### src/core/ccs_pkg.sv
package ccs_pkg;

    // ------------------------------------------------------------
    // fuse encodings (0 = programmed, 1 = unprogrammed)
    // ------------------------------------------------------------
    localparam logic       FUSE_PROGRAMMED  = 1'b0;
    localparam logic [1:0] SRC_EXT_CLOCK    = 2'h0;
    localparam logic [1:0] SRC_RC_4M8       = 2'h1;
    localparam logic [1:0] SRC_RC_9M6       = 2'h2;
    localparam logic [1:0] SRC_LOWRATE      = 2'h3;
    localparam logic [1:0] SUT_14CK         = 2'h0;
    localparam logic [1:0] SUT_14CK_4MS     = 2'h1;
    localparam logic [1:0] SUT_14CK_64MS    = 2'h2;

    // ------------------------------------------------------------
    // start-up timing, in cycles of the named oscillator
    // ------------------------------------------------------------
    localparam int          SHORT_TIMEOUT_MS   = 4;
    localparam int          LONG_TIMEOUT_MS    = 64;
    localparam logic [13:0] WDT_CYCLES_4MS     = 14'h0200;
    localparam int          WDT_CYCLES_64MS    = 8192;
    localparam logic [13:0] RESET_CK_CYCLES    = 14'h000E;
    localparam logic [13:0] WAKE_CK_CYCLES     = 14'h0006;
    localparam logic [1:0]  SYNC_SETTLE_CYCLES = 2'h2;

    // ------------------------------------------------------------
    // prescaler and trim
    // ------------------------------------------------------------
    localparam logic [3:0] PRESCALE_RST_DIV8 = 4'h3;
    localparam logic [3:0] PRESCALE_RST_DIV1 = 4'h0;
    localparam logic [3:0] PRESCALE_MAX      = 4'h8;
    localparam logic [7:0] DIV_MASK_MAX      = 8'hFF;
    localparam logic [7:0] DIV_ONE           = 8'h01;
    localparam logic [6:0] TRIM_RST          = 7'h00;
    localparam logic       TRIM_RESERVED_BIT = 1'b0;

    // ------------------------------------------------------------
    // sleep modes
    // ------------------------------------------------------------
    localparam logic [1:0] SLEEP_IDLE       = 2'h0;
    localparam logic [1:0] SLEEP_ADC_NOISE  = 2'h1;
    localparam logic [1:0] SLEEP_POWER_DOWN = 2'h2;

    // ------------------------------------------------------------
    // synchroniser bit positions
    // ------------------------------------------------------------
    localparam int SYNC_W     = 10;
    localparam int SY_EXT_CLK = 0;
    localparam int SY_RC_CLK  = 1;
    localparam int SY_LR_CLK  = 2;
    localparam int SY_WDT_CLK = 3;
    localparam int SY_EXT_INT = 4;
    localparam int SY_SRC_LO  = 5;
    localparam int SY_SRC_HI  = 6;
    localparam int SY_SUT_LO  = 7;
    localparam int SY_SUT_HI  = 8;
    localparam int SY_DIV8    = 9;

    typedef enum logic [5:0] {
        ST_LOAD      = 6'b000001,
        ST_RESET_WDT = 6'b000010,
        ST_RESET_CK  = 6'b000100,
        ST_RUN       = 6'b001000,
        ST_SLEEP     = 6'b010000,
        ST_WAKE_CK   = 6'b100000
    } ccs_state_t;

endpackage

### src/core/ccs_clock_ctrl.sv
`timescale 1ns/1ns
`default_nettype none

// Notes on behaviour
// - source 00 takes external clock input
// - source 10 RC 9.6 MHz, 01 RC 4.8 MHz
// - source 11 takes low-rate oscillator
// - fuse bit 1 unprogrammed, 0 programmed
// - power-down wake waits 6 source cycles
// - reset timeout 512 or 8192 watchdog cycles
// - startup select adds 14 CK plus timeout
// - shipped fuses give RC, longest delay, div8
// - every reset loads factory calibration into trim
// - trim bit 7 reads zero, 6..0 value
// - trim zero slowest, 7F fastest, monotonic
// - trim range 50-100, 75-150, 100-200 percent
// - watchdog oscillator always times watchdog, reset
// - core and flash clocks gate together, io and adc separately
// - external interrupt seen with io clock halted
// - divide-by-eight fuse sets prescale reset value
module ccs_clock_ctrl #(
    parameter int LONG_WDT_CYCLES = ccs_pkg::WDT_CYCLES_64MS
) (
    input  wire logic       I_CORE_CLK,
    input  wire logic       I_RESET,
    input  wire logic [1:0] I_CLOCK_SOURCE_SELECT,
    input  wire logic [1:0] I_STARTUP_DELAY_SELECT,
    input  wire logic       I_DIVIDE_BY_EIGHT_OPTION,
    input  wire logic       I_EXTERNAL_CLOCK_INPUT,
    input  wire logic       I_RC_OSC_CLK,
    input  wire logic       I_LOWRATE_OSC_CLK,
    input  wire logic       I_WDT_OSC_CLK,
    input  wire logic       I_EXT_INT,
    input  wire logic [6:0] I_FACTORY_CAL,
    input  wire logic       I_TRIM_WR,
    input  wire logic [7:0] I_TRIM_WDATA,
    input  wire logic       I_SLEEP_REQ,
    input  wire logic [1:0] I_SLEEP_MODE,
    input  wire logic       I_WAKE,
    output var  logic [7:0] O_OSCILLATOR_TRIM,
    output var  logic       O_RC_FAST,
    output var  logic       O_RC_ENABLE,
    output var  logic       O_LOWRATE_ENABLE,
    output var  logic [3:0] O_PRESCALE_SELECT,
    output var  logic       O_SYS_TICK,
    output var  logic       O_WDT_TICK,
    output var  logic       O_EXT_INT_SEEN,
    output var  logic       O_RUN,
    output var  logic       O_CPU_CLK_EN,
    output var  logic       O_IO_CLK_EN,
    output var  logic       O_FLASH_CLK_EN,
    output var  logic       O_ADC_CLK_EN
);

    localparam logic [13:0] LONG_WDT = 14'(LONG_WDT_CYCLES);

    ccs_pkg::ccs_state_t state_ff;
    ccs_pkg::ccs_state_t nxt_state;

    logic [ccs_pkg::SYNC_W-1:0] sync_in;
    logic [ccs_pkg::SYNC_W-1:0] sync_out;
    logic [3:0]  prev_ff;
    logic [1:0]  settle_ff;
    logic [1:0]  src_sel_ff;
    logic [1:0]  sut_sel_ff;
    logic        div8_ff;
    logic [6:0]  trim_ff;
    logic [3:0]  prescale_ff;
    logic [13:0] cnt_ff;
    logic [13:0] nxt_cnt;
    logic [7:0]  div_cnt_ff;
    logic [7:0]  div_mask;
    logic [1:0]  mode_ff;
    logic        src_edge;
    logic        wdt_edge;
    logic        wake_evt;
    logic [13:0] wdt_target;
    logic        run_gate;

    // ------------------------------------------------------------
    // synchronise pins and fuses
    // ------------------------------------------------------------
    assign sync_in = {I_DIVIDE_BY_EIGHT_OPTION, I_STARTUP_DELAY_SELECT,
                      I_CLOCK_SOURCE_SELECT, I_EXT_INT, I_WDT_OSC_CLK,
                      I_LOWRATE_OSC_CLK, I_RC_OSC_CLK, I_EXTERNAL_CLOCK_INPUT};

    ccs_sync #(
        .WIDTH (ccs_pkg::SYNC_W)
    ) u_sync (
        .i_clk   (I_CORE_CLK),
        .i_reset (I_RESET),
        .i_async (sync_in),
        .o_sync  (sync_out)
    );

    always_ff @(posedge I_CORE_CLK or posedge I_RESET) begin
        if (I_RESET) begin
            prev_ff <= '0;
        end else begin
            prev_ff <= sync_out[ccs_pkg::SY_WDT_CLK:ccs_pkg::SY_EXT_CLK];
        end
    end

    // ------------------------------------------------------------
    // source select and edge detection
    // ------------------------------------------------------------
    always_comb begin
        unique case (src_sel_ff)
            ccs_pkg::SRC_EXT_CLOCK: begin
                src_edge = sync_out[ccs_pkg::SY_EXT_CLK] & ~prev_ff[ccs_pkg::SY_EXT_CLK];
            end
            ccs_pkg::SRC_RC_4M8, ccs_pkg::SRC_RC_9M6: begin
                src_edge = sync_out[ccs_pkg::SY_RC_CLK] & ~prev_ff[ccs_pkg::SY_RC_CLK];
            end
            ccs_pkg::SRC_LOWRATE: begin
                src_edge = sync_out[ccs_pkg::SY_LR_CLK] & ~prev_ff[ccs_pkg::SY_LR_CLK];
            end
        endcase
    end

    assign wdt_edge = sync_out[ccs_pkg::SY_WDT_CLK] & ~prev_ff[ccs_pkg::SY_WDT_CLK];
    assign wake_evt = I_WAKE | sync_out[ccs_pkg::SY_EXT_INT];

    always_comb begin
        unique case (sut_sel_ff)
            ccs_pkg::SUT_14CK:     wdt_target = '0;
            ccs_pkg::SUT_14CK_4MS: wdt_target = ccs_pkg::WDT_CYCLES_4MS;
            default:               wdt_target = LONG_WDT;
        endcase
    end

    // ------------------------------------------------------------
    // fuse capture and trim register
    // ------------------------------------------------------------
    always_ff @(posedge I_CORE_CLK or posedge I_RESET) begin
        if (I_RESET) begin
            settle_ff <= '0;
        end else if (state_ff == ccs_pkg::ST_LOAD) begin
            settle_ff <= settle_ff + 2'h1;
        end
    end

    always_ff @(posedge I_CORE_CLK or posedge I_RESET) begin
        if (I_RESET) begin
            src_sel_ff <= ccs_pkg::SRC_RC_9M6;
            sut_sel_ff <= ccs_pkg::SUT_14CK_64MS;
            div8_ff    <= ccs_pkg::FUSE_PROGRAMMED;
        end else if (state_ff == ccs_pkg::ST_LOAD) begin
            src_sel_ff <= sync_out[ccs_pkg::SY_SRC_HI:ccs_pkg::SY_SRC_LO];
            sut_sel_ff <= sync_out[ccs_pkg::SY_SUT_HI:ccs_pkg::SY_SUT_LO];
            div8_ff    <= sync_out[ccs_pkg::SY_DIV8];
        end
    end

    always_ff @(posedge I_CORE_CLK or posedge I_RESET) begin
        if (I_RESET) begin
            trim_ff <= ccs_pkg::TRIM_RST;
        end else if (state_ff == ccs_pkg::ST_LOAD) begin
            trim_ff <= I_FACTORY_CAL;
        end else if (I_TRIM_WR) begin
            trim_ff <= I_TRIM_WDATA[6:0];
        end
    end

    always_ff @(posedge I_CORE_CLK or posedge I_RESET) begin
        if (I_RESET) begin
            prescale_ff <= ccs_pkg::PRESCALE_RST_DIV8;
        end else if (state_ff == ccs_pkg::ST_LOAD) begin
            if (sync_out[ccs_pkg::SY_DIV8] == ccs_pkg::FUSE_PROGRAMMED) begin
                prescale_ff <= ccs_pkg::PRESCALE_RST_DIV8;
            end else begin
                prescale_ff <= ccs_pkg::PRESCALE_RST_DIV1;
            end
        end
    end

    // ------------------------------------------------------------
    // start-up sequencer
    // ------------------------------------------------------------
    always_comb begin
        nxt_state = state_ff;
        nxt_cnt   = cnt_ff;
        unique case (state_ff)
            ccs_pkg::ST_LOAD: begin
                nxt_cnt = '0;
                if (settle_ff == ccs_pkg::SYNC_SETTLE_CYCLES) begin
                    nxt_state = ccs_pkg::ST_RESET_WDT;
                end
            end
            ccs_pkg::ST_RESET_WDT: begin
                if (cnt_ff >= wdt_target) begin
                    nxt_state = ccs_pkg::ST_RESET_CK;
                    nxt_cnt   = '0;
                end else if (wdt_edge) begin
                    nxt_cnt = cnt_ff + 14'h1;
                end
            end
            ccs_pkg::ST_RESET_CK: begin
                if (src_edge) begin
                    nxt_cnt = cnt_ff + 14'h1;
                    if (nxt_cnt == ccs_pkg::RESET_CK_CYCLES) begin
                        nxt_state = ccs_pkg::ST_RUN;
                    end
                end
            end
            ccs_pkg::ST_RUN: begin
                nxt_cnt = '0;
                if (I_SLEEP_REQ) begin
                    nxt_state = ccs_pkg::ST_SLEEP;
                end
            end
            ccs_pkg::ST_SLEEP: begin
                if (wake_evt) begin
                    if (mode_ff == ccs_pkg::SLEEP_IDLE || mode_ff == ccs_pkg::SLEEP_ADC_NOISE) begin
                        nxt_state = ccs_pkg::ST_RUN;
                    end else begin
                        nxt_state = ccs_pkg::ST_WAKE_CK;
                    end
                end
            end
            ccs_pkg::ST_WAKE_CK: begin
                if (src_edge) begin
                    nxt_cnt = cnt_ff + 14'h1;
                    if (nxt_cnt == ccs_pkg::WAKE_CK_CYCLES) begin
                        nxt_state = ccs_pkg::ST_RUN;
                    end
                end
            end
            default: begin
                nxt_state = ccs_pkg::ST_LOAD;
            end
        endcase
    end

    always_ff @(posedge I_CORE_CLK or posedge I_RESET) begin
        if (I_RESET) begin
            state_ff <= ccs_pkg::ST_LOAD;
            cnt_ff   <= '0;
        end else begin
            state_ff <= nxt_state;
            cnt_ff   <= nxt_cnt;
        end
    end

    always_ff @(posedge I_CORE_CLK or posedge I_RESET) begin
        if (I_RESET) begin
            mode_ff <= ccs_pkg::SLEEP_IDLE;
        end else if (state_ff == ccs_pkg::ST_RUN && I_SLEEP_REQ) begin
            mode_ff <= I_SLEEP_MODE;
        end
    end

    // ------------------------------------------------------------
    // system clock divider
    // ------------------------------------------------------------
    assign div_mask = (prescale_ff >= ccs_pkg::PRESCALE_MAX) ? ccs_pkg::DIV_MASK_MAX :
                      8'((ccs_pkg::DIV_ONE << prescale_ff) - ccs_pkg::DIV_ONE);
    assign run_gate = (state_ff == ccs_pkg::ST_RUN);

    always_ff @(posedge I_CORE_CLK or posedge I_RESET) begin
        if (I_RESET) begin
            div_cnt_ff <= '0;
            O_SYS_TICK <= 1'b0;
        end else begin
            if (src_edge) begin
                div_cnt_ff <= div_cnt_ff + 8'h1;
            end
            O_SYS_TICK <= src_edge && ((div_cnt_ff & div_mask) == div_mask);
        end
    end

    // ------------------------------------------------------------
    // clock domain gates
    // ------------------------------------------------------------
    always_ff @(posedge I_CORE_CLK or posedge I_RESET) begin
        if (I_RESET) begin
            O_RUN          <= 1'b0;
            O_CPU_CLK_EN   <= 1'b0;
            O_FLASH_CLK_EN <= 1'b0;
            O_IO_CLK_EN    <= 1'b0;
            O_ADC_CLK_EN   <= 1'b0;
        end else if (!run_gate && state_ff != ccs_pkg::ST_SLEEP) begin
            O_RUN          <= 1'b0;
            O_CPU_CLK_EN   <= 1'b0;
            O_FLASH_CLK_EN <= 1'b0;
            O_IO_CLK_EN    <= 1'b0;
            O_ADC_CLK_EN   <= 1'b0;
        end else if (state_ff == ccs_pkg::ST_SLEEP) begin
            O_RUN          <= 1'b0;
            O_CPU_CLK_EN   <= 1'b0;
            O_FLASH_CLK_EN <= 1'b0;
            O_IO_CLK_EN    <= (mode_ff == ccs_pkg::SLEEP_IDLE);
            O_ADC_CLK_EN   <= (mode_ff == ccs_pkg::SLEEP_IDLE) ||
                              (mode_ff == ccs_pkg::SLEEP_ADC_NOISE);
        end else if (src_edge) begin
            O_RUN          <= 1'b1;
            O_CPU_CLK_EN   <= 1'b1;
            O_FLASH_CLK_EN <= 1'b1;
            O_IO_CLK_EN    <= 1'b1;
            O_ADC_CLK_EN   <= 1'b1;
        end
    end

    // ------------------------------------------------------------
    // oscillator controls and status
    // ------------------------------------------------------------
    always_ff @(posedge I_CORE_CLK or posedge I_RESET) begin
        if (I_RESET) begin
            O_OSCILLATOR_TRIM <= {ccs_pkg::TRIM_RESERVED_BIT, ccs_pkg::TRIM_RST};
            O_RC_FAST         <= 1'b1;
            O_RC_ENABLE       <= 1'b1;
            O_LOWRATE_ENABLE  <= 1'b0;
            O_PRESCALE_SELECT <= ccs_pkg::PRESCALE_RST_DIV8;
            O_WDT_TICK        <= 1'b0;
            O_EXT_INT_SEEN    <= 1'b0;
        end else begin
            O_OSCILLATOR_TRIM <= {ccs_pkg::TRIM_RESERVED_BIT, trim_ff};
            O_RC_FAST         <= (src_sel_ff == ccs_pkg::SRC_RC_9M6);
            O_RC_ENABLE       <= (src_sel_ff == ccs_pkg::SRC_RC_9M6) ||
                                 (src_sel_ff == ccs_pkg::SRC_RC_4M8);
            O_LOWRATE_ENABLE  <= (src_sel_ff == ccs_pkg::SRC_LOWRATE);
            O_PRESCALE_SELECT <= prescale_ff;
            O_WDT_TICK        <= wdt_edge;
            O_EXT_INT_SEEN    <= sync_out[ccs_pkg::SY_EXT_INT];
        end
    end

endmodule

`default_nettype wire

### src/core/ccs_sync.sv
`timescale 1ns/1ns
`default_nettype none

module ccs_sync #(
    parameter int WIDTH = 1
) (
    input  wire logic             i_clk,
    input  wire logic             i_reset,
    input  wire logic [WIDTH-1:0] i_async,
    output var  logic [WIDTH-1:0] o_sync
);

    logic [WIDTH-1:0] meta_ff;

    // ------------------------------------------------------------
    // two-stage synchroniser
    // ------------------------------------------------------------
    always_ff @(posedge i_clk or posedge i_reset) begin
        if (i_reset) begin
            meta_ff <= '0;
            o_sync  <= '0;
        end else begin
            meta_ff <= i_async;
            o_sync  <= meta_ff;
        end
    end

endmodule

`default_nettype wire
### config.mk
export PLATFORM = sky130hd
export DESIGN_NAME = ccs_clock_ctrl
export DESIGN_NICKNAME = d
export VERILOG_FILES = /design/src/core/ccs_pkg.sv /design/src/core/ccs_clock_ctrl.sv /design/src/core/ccs_sync.sv
export SDC_FILE = /design/constraint.sdc
export NUM_CORES = 1
export LEC_CHECK = 0
export ABC_AREA = 1
export BUFFER_PORTS_ARGS = -buffer_cell sky130_fd_sc_hd__buf_2
export CAP_MARGIN = 20
export CORE_ASPECT_RATIO = 0.75
export CORE_MARGIN = 2
export CORE_UTILIZATION = 60
export DETAILED_ROUTE_END_ITERATION = 8
export GPL_ROUTABILITY_DRIVEN = 0
export PLACE_DENSITY = 0.88
export SKIP_LAST_GASP = 1
export SYNTH_ARGS = -nofsm -noshare
export SYNTH_HDL_FRONTEND = slang
export SYNTH_SLANG_ARGS = --single-unit
### constraint.sdc
create_clock -name I_CORE_CLK -period 3.9 [get_ports I_CORE_CLK]
set_input_delay 0.39 -clock I_CORE_CLK [delete_from_list [all_inputs] [get_ports I_CORE_CLK]]
set_output_delay 0.39 -clock I_CORE_CLK [all_outputs]
set_load 0.05 [all_outputs]
**Yosys cells after proc, flatten, opt, wreduce, memory -nomap -nowiden**

Index checks and enable logic that the tools add are counted.
Widths: inputs -> output; s select.

- Bits of input ports: 32
- Logic and storage cells: 110
- Flip-flop bits (word level): 91

- Eq/ne operators: 26
- Magnitude comparators: 2
- Shifts and indexed selects: 1
- Add/sub/neg operators: 4
- Muxes and demuxes: 27
- Reduce and logical (&&, ||, !) cells: 17
- Bitwise gates (word level): 10

Operators by type and width:

| kind | number |
|---|---|
| $mux 6 | 9 |
| $mux 14 | 3 |
| $pmux 14 s3 | 1 |
| $pmux 6 s6 | 1 |
| $pmux 14 s2 | 1 |
| $add 14x1->14 const B | 1 |
| $eq 14x3->1 const B | 1 |
| $eq 14x4->1 const B | 1 |
| $ge 14x14->1 | 1 |
| $mux 7 | 2 |
| $ne 2x2->1 const B | 7 |
| $add 8x1->8 const B | 1 |
| $and 8x8->8 | 1 |
| $eq 8x8->1 | 1 |
| $mux 8 | 1 |
| $reduce_and 8->1 | 1 |
| $shl 1x4->8 const A | 1 |
| $sub 8x1->8 const B | 1 |
| $mux 1 | 7 |
| $eq 2x1->1 const B | 3 |
| $eq 2x2->1 const B | 3 |
| $eq 6x1->1 const B | 1 |
| $eq 6x2->1 const B | 1 |
| $eq 6x3->1 const B | 1 |
| other kinds (21) | 36 |

**Longest topological paths before layout**

- Depth after elaboration: 6
- Mapped depth: 14
- Gate-level depth less buffers: 14

**Modules after synthesis**

Synthesis repeated with hierarchy kept, for this count alone.

- Cells, all modules: 380
- Area total of the unflattened synthesis: 3628.5 um2

By module, submodules not included:

| module | sequential area each (um2) | cells each | area each (um2) | instances |
|---|---|---|---|---|
| ccs_clock_ctrl | 1510.2 | 359 | 3124.2 | 1 |
| ccs_sync | 500.5 | 21 | 504.2 | 1 |

**Least setup slack after synthesis**

Ideal clock, no wire load.

- Path type: reg-to-reg
- Start: register src_sel_ff[1]
- End: register state_ff[5]
- Buffers on the path: 0
- Path slack: 1.914 ns
- Arrival time: 1.869 ns
- Stages on the path, launching flop included: 14
- Data required time: 3.783 ns
- Cell sequence: dfstp_2 > inv_1 > ha_1 > nand2_1 > o21ai_0 > nand2_1 > nand2_1 > nor2_2 > nor2_1 > nand2_1 > nor2_1 > nand2_2 > nand2_1 > nand2_1

- Cells in the longest elaborated chain, start to end: 5
- Elaborated cells between the ends (all ways): 9
- Classes of those cells: eq/ne (5); mux (1); reduce/logical (3)

Ends and longest elaborated chain:

| what | line | RTL |
|---|---|---|
| start: declaration | ccs_clock_ctrl.sv:64 | `logic [1:0] src_sel_ff;` |
| start signal: assignment | ccs_clock_ctrl.sv:145 | `src_sel_ff <= ccs_pkg::SRC_RC_9M6;` |
| start signal: assignment | ccs_clock_ctrl.sv:149 | `src_sel_ff <= sync_out[ccs_pkg::SY_SRC_HI:ccs_pkg::SY_SRC_LO];` |
| $eq 2x2->1 / $eq 2x1->1 (equally long branches) | ccs_clock_ctrl.sv:108 | `unique case (src_sel_ff)` |
| $reduce_or 2->1 | ccs_clock_ctrl.sv:108 |  |
| $pmux 1 s3 (*) | ccs_clock_ctrl.sv:108 |  |
| $ne 2x2->1 (no source line) | -- |  |
| $reduce_and 8->1 (no source line) (*) | -- |  |
| end signal: assignment | ccs_clock_ctrl.sv:237 | `state_ff <= ccs_pkg::ST_LOAD;` |
| end signal: assignment | ccs_clock_ctrl.sv:240 | `state_ff <= nxt_state;` |
| end: declaration | ccs_clock_ctrl.sv:57 | `ccs_pkg::ccs_state_t state_ff;` |

Mark *: on every way between the ends. The rest lies on a longest branch, timed or not.
A chain may end at the register's enable or synchronous reset.

**Final worst setup path**

Same ends and word-level chain as after synthesis.

==> run_results.csv <==
group,metric,value,unit
synth,synth_edf_count,0,
setup_path,endpoint_kind,"flip-flop",
setup_path,cp.arrival,2.65,ns
global_routing,track_usage,23.3,%
floorplanning,fp.dieW,92.8,um
power,switching_share,41.0,%
sta,maxSlewViolCount,0,
clock_network,cts_post_setup_buffers_inserted,0,
sta,layout_worst_path_cycle_share,61.5,%
power,power_density,703,nW/um2
power,combPwrFrac,35.2,%
detailed_routing,wl_per_cell,13.7,um
sta,fmax,417,MHz
placement,hpwl,4880,um
clock_network,h-tree-depth,3,
setup_path,critPathKind,"flip-flop to flip-flop",
global_routing,grt_pass1_vias,2591,
synth,syn_inst,382,
clock_network,cts_root_buf,"clkbuf_8",
detailed_routing,drc_errors,0,
global_routing,antenna_found_initial,0,
cells_and_area,stdcell_count,516,
cells_and_area,final_core_util,70.3,%
global_routing,grt_overflow,0,
setup_path,crit_required,4.16,ns
setup_path,reg2reg_depth,13,
sta,fin_crit,2.40,ns
job,drv_cap,0,
placement,io_buffers,50,
cells_and_area,seq_area,2010,um2
synth,ys_top_cells_by_area,"dfrtp_1 (51%), nand2_1 (10%), dfstp_2 (5.2%)",
cells_and_area,nNetsFinal,475,
floorplanning,core_area,5770,um2
synth,seq_area_frac_synth,56.7,%
detailed_routing,drtIter0Drc,167,
synth,yosysWarnings,0,
power,total_power,2.85,mW
detailed_routing,dr.pass1.iters,5,
power,clock_power_share,24.6,%
synth,synth_area,3550,um2
floorplanning,io_pins,55,
clock_network,clk_pin_slew,0.09,ns
clock_network,numCtsBuffers,9,
power,power_leakage,2.01,nW
synth,synth-seq-cells,80,
global_routing,grt_start_max_net_pins,52,
status,status,"completed",
clock_network,numClockSinks,80,
sta,worst_pin_slew,0.841,ns
sta,rsz0062_at_grt,"false",
synth,netlist.area_leader.share,51.5,%
hold_path,whs_path_depth,1,
power,p_int,1.68,mW
setup_path,start_kind,"flip-flop",
synth,postSynthAreaPerCell,9.29,um2
cells_and_area,fin_area,4050,um2
cells_and_area,fillers,419,
floorplanning,rows,24,
sta,finalHoldViolCount,0,
clock_network,hold_buffers,0,
detailed_routing,viasPerCell,5.29,
synth,synth.distinct_cells,36,
sta,relSlewSlack,43.9,%
detailed_routing,ant_nets,0,
synth,ys.flop_type,"dfrtp_1",
placement,dpl_cell_area,3820,um2
cells_and_area,syn_to_final_growth,14.3,%
synth,synth_top_cell_by_area,"dfrtp_1",
global_routing,grt_pass1_wl,11700,um
sta,fin_setup_tns,0,ns
floorplanning,dieArea,6550,um2
cells_and_area,drive_gt1_share,22.4,%
hold_path,hp-class,"input pin to flip-flop",
power,ir_drop,0.000404,V
clock_network,ctsResizeCount,0,
detailed_routing,vias,2731,
placement,dp.cells,500,
clock_network,cts_tree,"done",
setup_path,ff2ff_setup_slack,1.50,ns
cells_and_area,antennaDiodeCount,0,
floorplanning,start_util,61.5,%
power,seq_power_share,40.2,%
sta,fin_ws,1.50,ns
clock_network,clock_latency,0.36,ns
detailed_routing,wirelength,7080,um
setup_path,cp_max_fo,7,
cells_and_area,multi_input_area,1290,um2
floorplanning,die_y,70.6,um
synth,synthArstFlopShare,100,%
clock_network,cts_buffer_depth,2,
power,power.net_switching,1.17,mW
sta,setup_viol,0,
sta,whs,0.122,ns
sta,skew,0.00868,ns
placement,pre_cts_slack,1.61,ns
==> cell usage in the layout (no fill, tap or decap), types with 2 or more instances in the layout <==
| master | instances |
|---|---|
| a21oi_1 | 3 |
| buf_2 | 50 |
| bufinv_16 | 2 |
| clkbuf_8 | 9 |
| conb_1 | 3 |
| dfrtp_1 | 73 |
| dfstp_2 | 7 |
| ha_1 | 10 |
| inv_1 | 41 |
| inv_2 | 2 |
| inv_6 | 2 |
| inv_8 | 2 |
| mux2_2 | 2 |
| nand2_1 | 95 |
| nand2_2 | 3 |
| nand3_1 | 28 |
| nand3_2 | 2 |
| nand3b_1 | 2 |
| nand4_1 | 7 |
| nor2_1 | 30 |
| nor2_2 | 5 |
| nor2_4 | 3 |
| nor3_1 | 3 |
| o211ai_1 | 7 |
| o21ai_0 | 11 |
| o21ai_1 | 14 |
| o21ai_2 | 2 |
| or2_1 | 2 |
| or2_2 | 2 |
| xor2_1 | 5 |
==> synthesized netlist by cell type, types with 3 or more instances <==
master / instances
nor2_4: 3
nor3_1: 3
nor2_1: 30
dfrtp_1: 73
nand2_2: 3
clkbuf_1: 4
o21ai_1: 14
inv_1: 42
xor2_1: 5
nand4_1: 7
buf_4: 7
o21ai_0: 11
nand2_1: 95
a21oi_1: 3
ha_1: 10
o211ai_1: 7
dfstp_2: 7
nand3_1: 28
nor2_2: 5
==> worst paths after layout <==
check,startpoint,endpoint
max in group asynchronous,I_RESET,state_ff[0]$_DFFE_PP1P_
worst min register to register,u_sync.meta_ff[9]$_DFF_PP0_,u_sync.o_sync[9]$_DFF_PP0_
min in group asynchronous,I_RESET,cnt_ff[12]$_DFFE_PP0P_
worst max-delay path,src_sel_ff[1]$_DFFE_PP1P_,state_ff[5]$_DFFE_PP0P_
worst max register to register,src_sel_ff[1]$_DFFE_PP1P_,state_ff[5]$_DFFE_PP0P_
worst min-delay path,I_RC_OSC_CLK,u_sync.meta_ff[1]$_DFF_PP0_
==> power groups by stage <==
stage                     logic (mW)  clock network [mW]  registers, mW
after detailed placement       0.991                   0           1.16
after global placement         0.956                   0           1.15
after CTS                       1.00               0.711           1.15
after global routing            1.09               0.743           1.17
after floorplan                0.608                   0           1.36
final                           1.00               0.702           1.15
==> cells by family after synthesis <==
group / count (synthesis) / synth area share [%]
other cells: 1 / 0.106
mux: 2 / 0.635
compound gates: 41 / 6.81
simple gates: 185 / 23.6
xor+xnor: 6 / 1.48
buf+inv: 57 / 7.20
fa+ha+maj: 10 / 3.53
flops: 80 / 56.7
==> routing by layer <==
layer	routed length [um]	global-route usage, %
met5	0	0
met4	149	8.82
met3	426	7.03
met2	3430	37.3
met1	3070	30.5
==> cell type report <==
type                    count  share of cell area [%]
flip-flops and latches     80                    49.6
multi-input cells         247                    31.8
repair buffers             51                    6.36
inverters                  44                    4.11
clock buffers               9                    3.06
clock inverters             7                    2.66
well taps                  78                    2.41
==> flip-flops by register name, indices dropped and copies added (netlist names), 2 cells and up <==
signal / cells
sut_sel_ff: 2
settle_ff: 2
trim_ff: 7
src_sel_ff: 2
cnt_ff: 14
mode_ff: 2
u_sync.meta_ff: 10
div_cnt_ff: 3
u_sync.o_sync: 10
state_ff: 6
O_OSCILLATOR_TRIM: 7
prev_ff: 4
==> worst max-delay path: stages (launching register included) <==
cell and delay, ns:
dfstp_2 0.56, inv_1 0.05, ha_1 0.29, nand2_1 0.05
o21ai_0 0.18, nand2_1 0.10, nand2_1 0.25, nor2_2 0.08
nor2_1 0.12, nand2_1 0.07, nor2_1 0.31, nand2_2 0.10
nand2_1 0.07, nand2_1 0.05
Note: power is estimated with default switching activity, not from simulation.
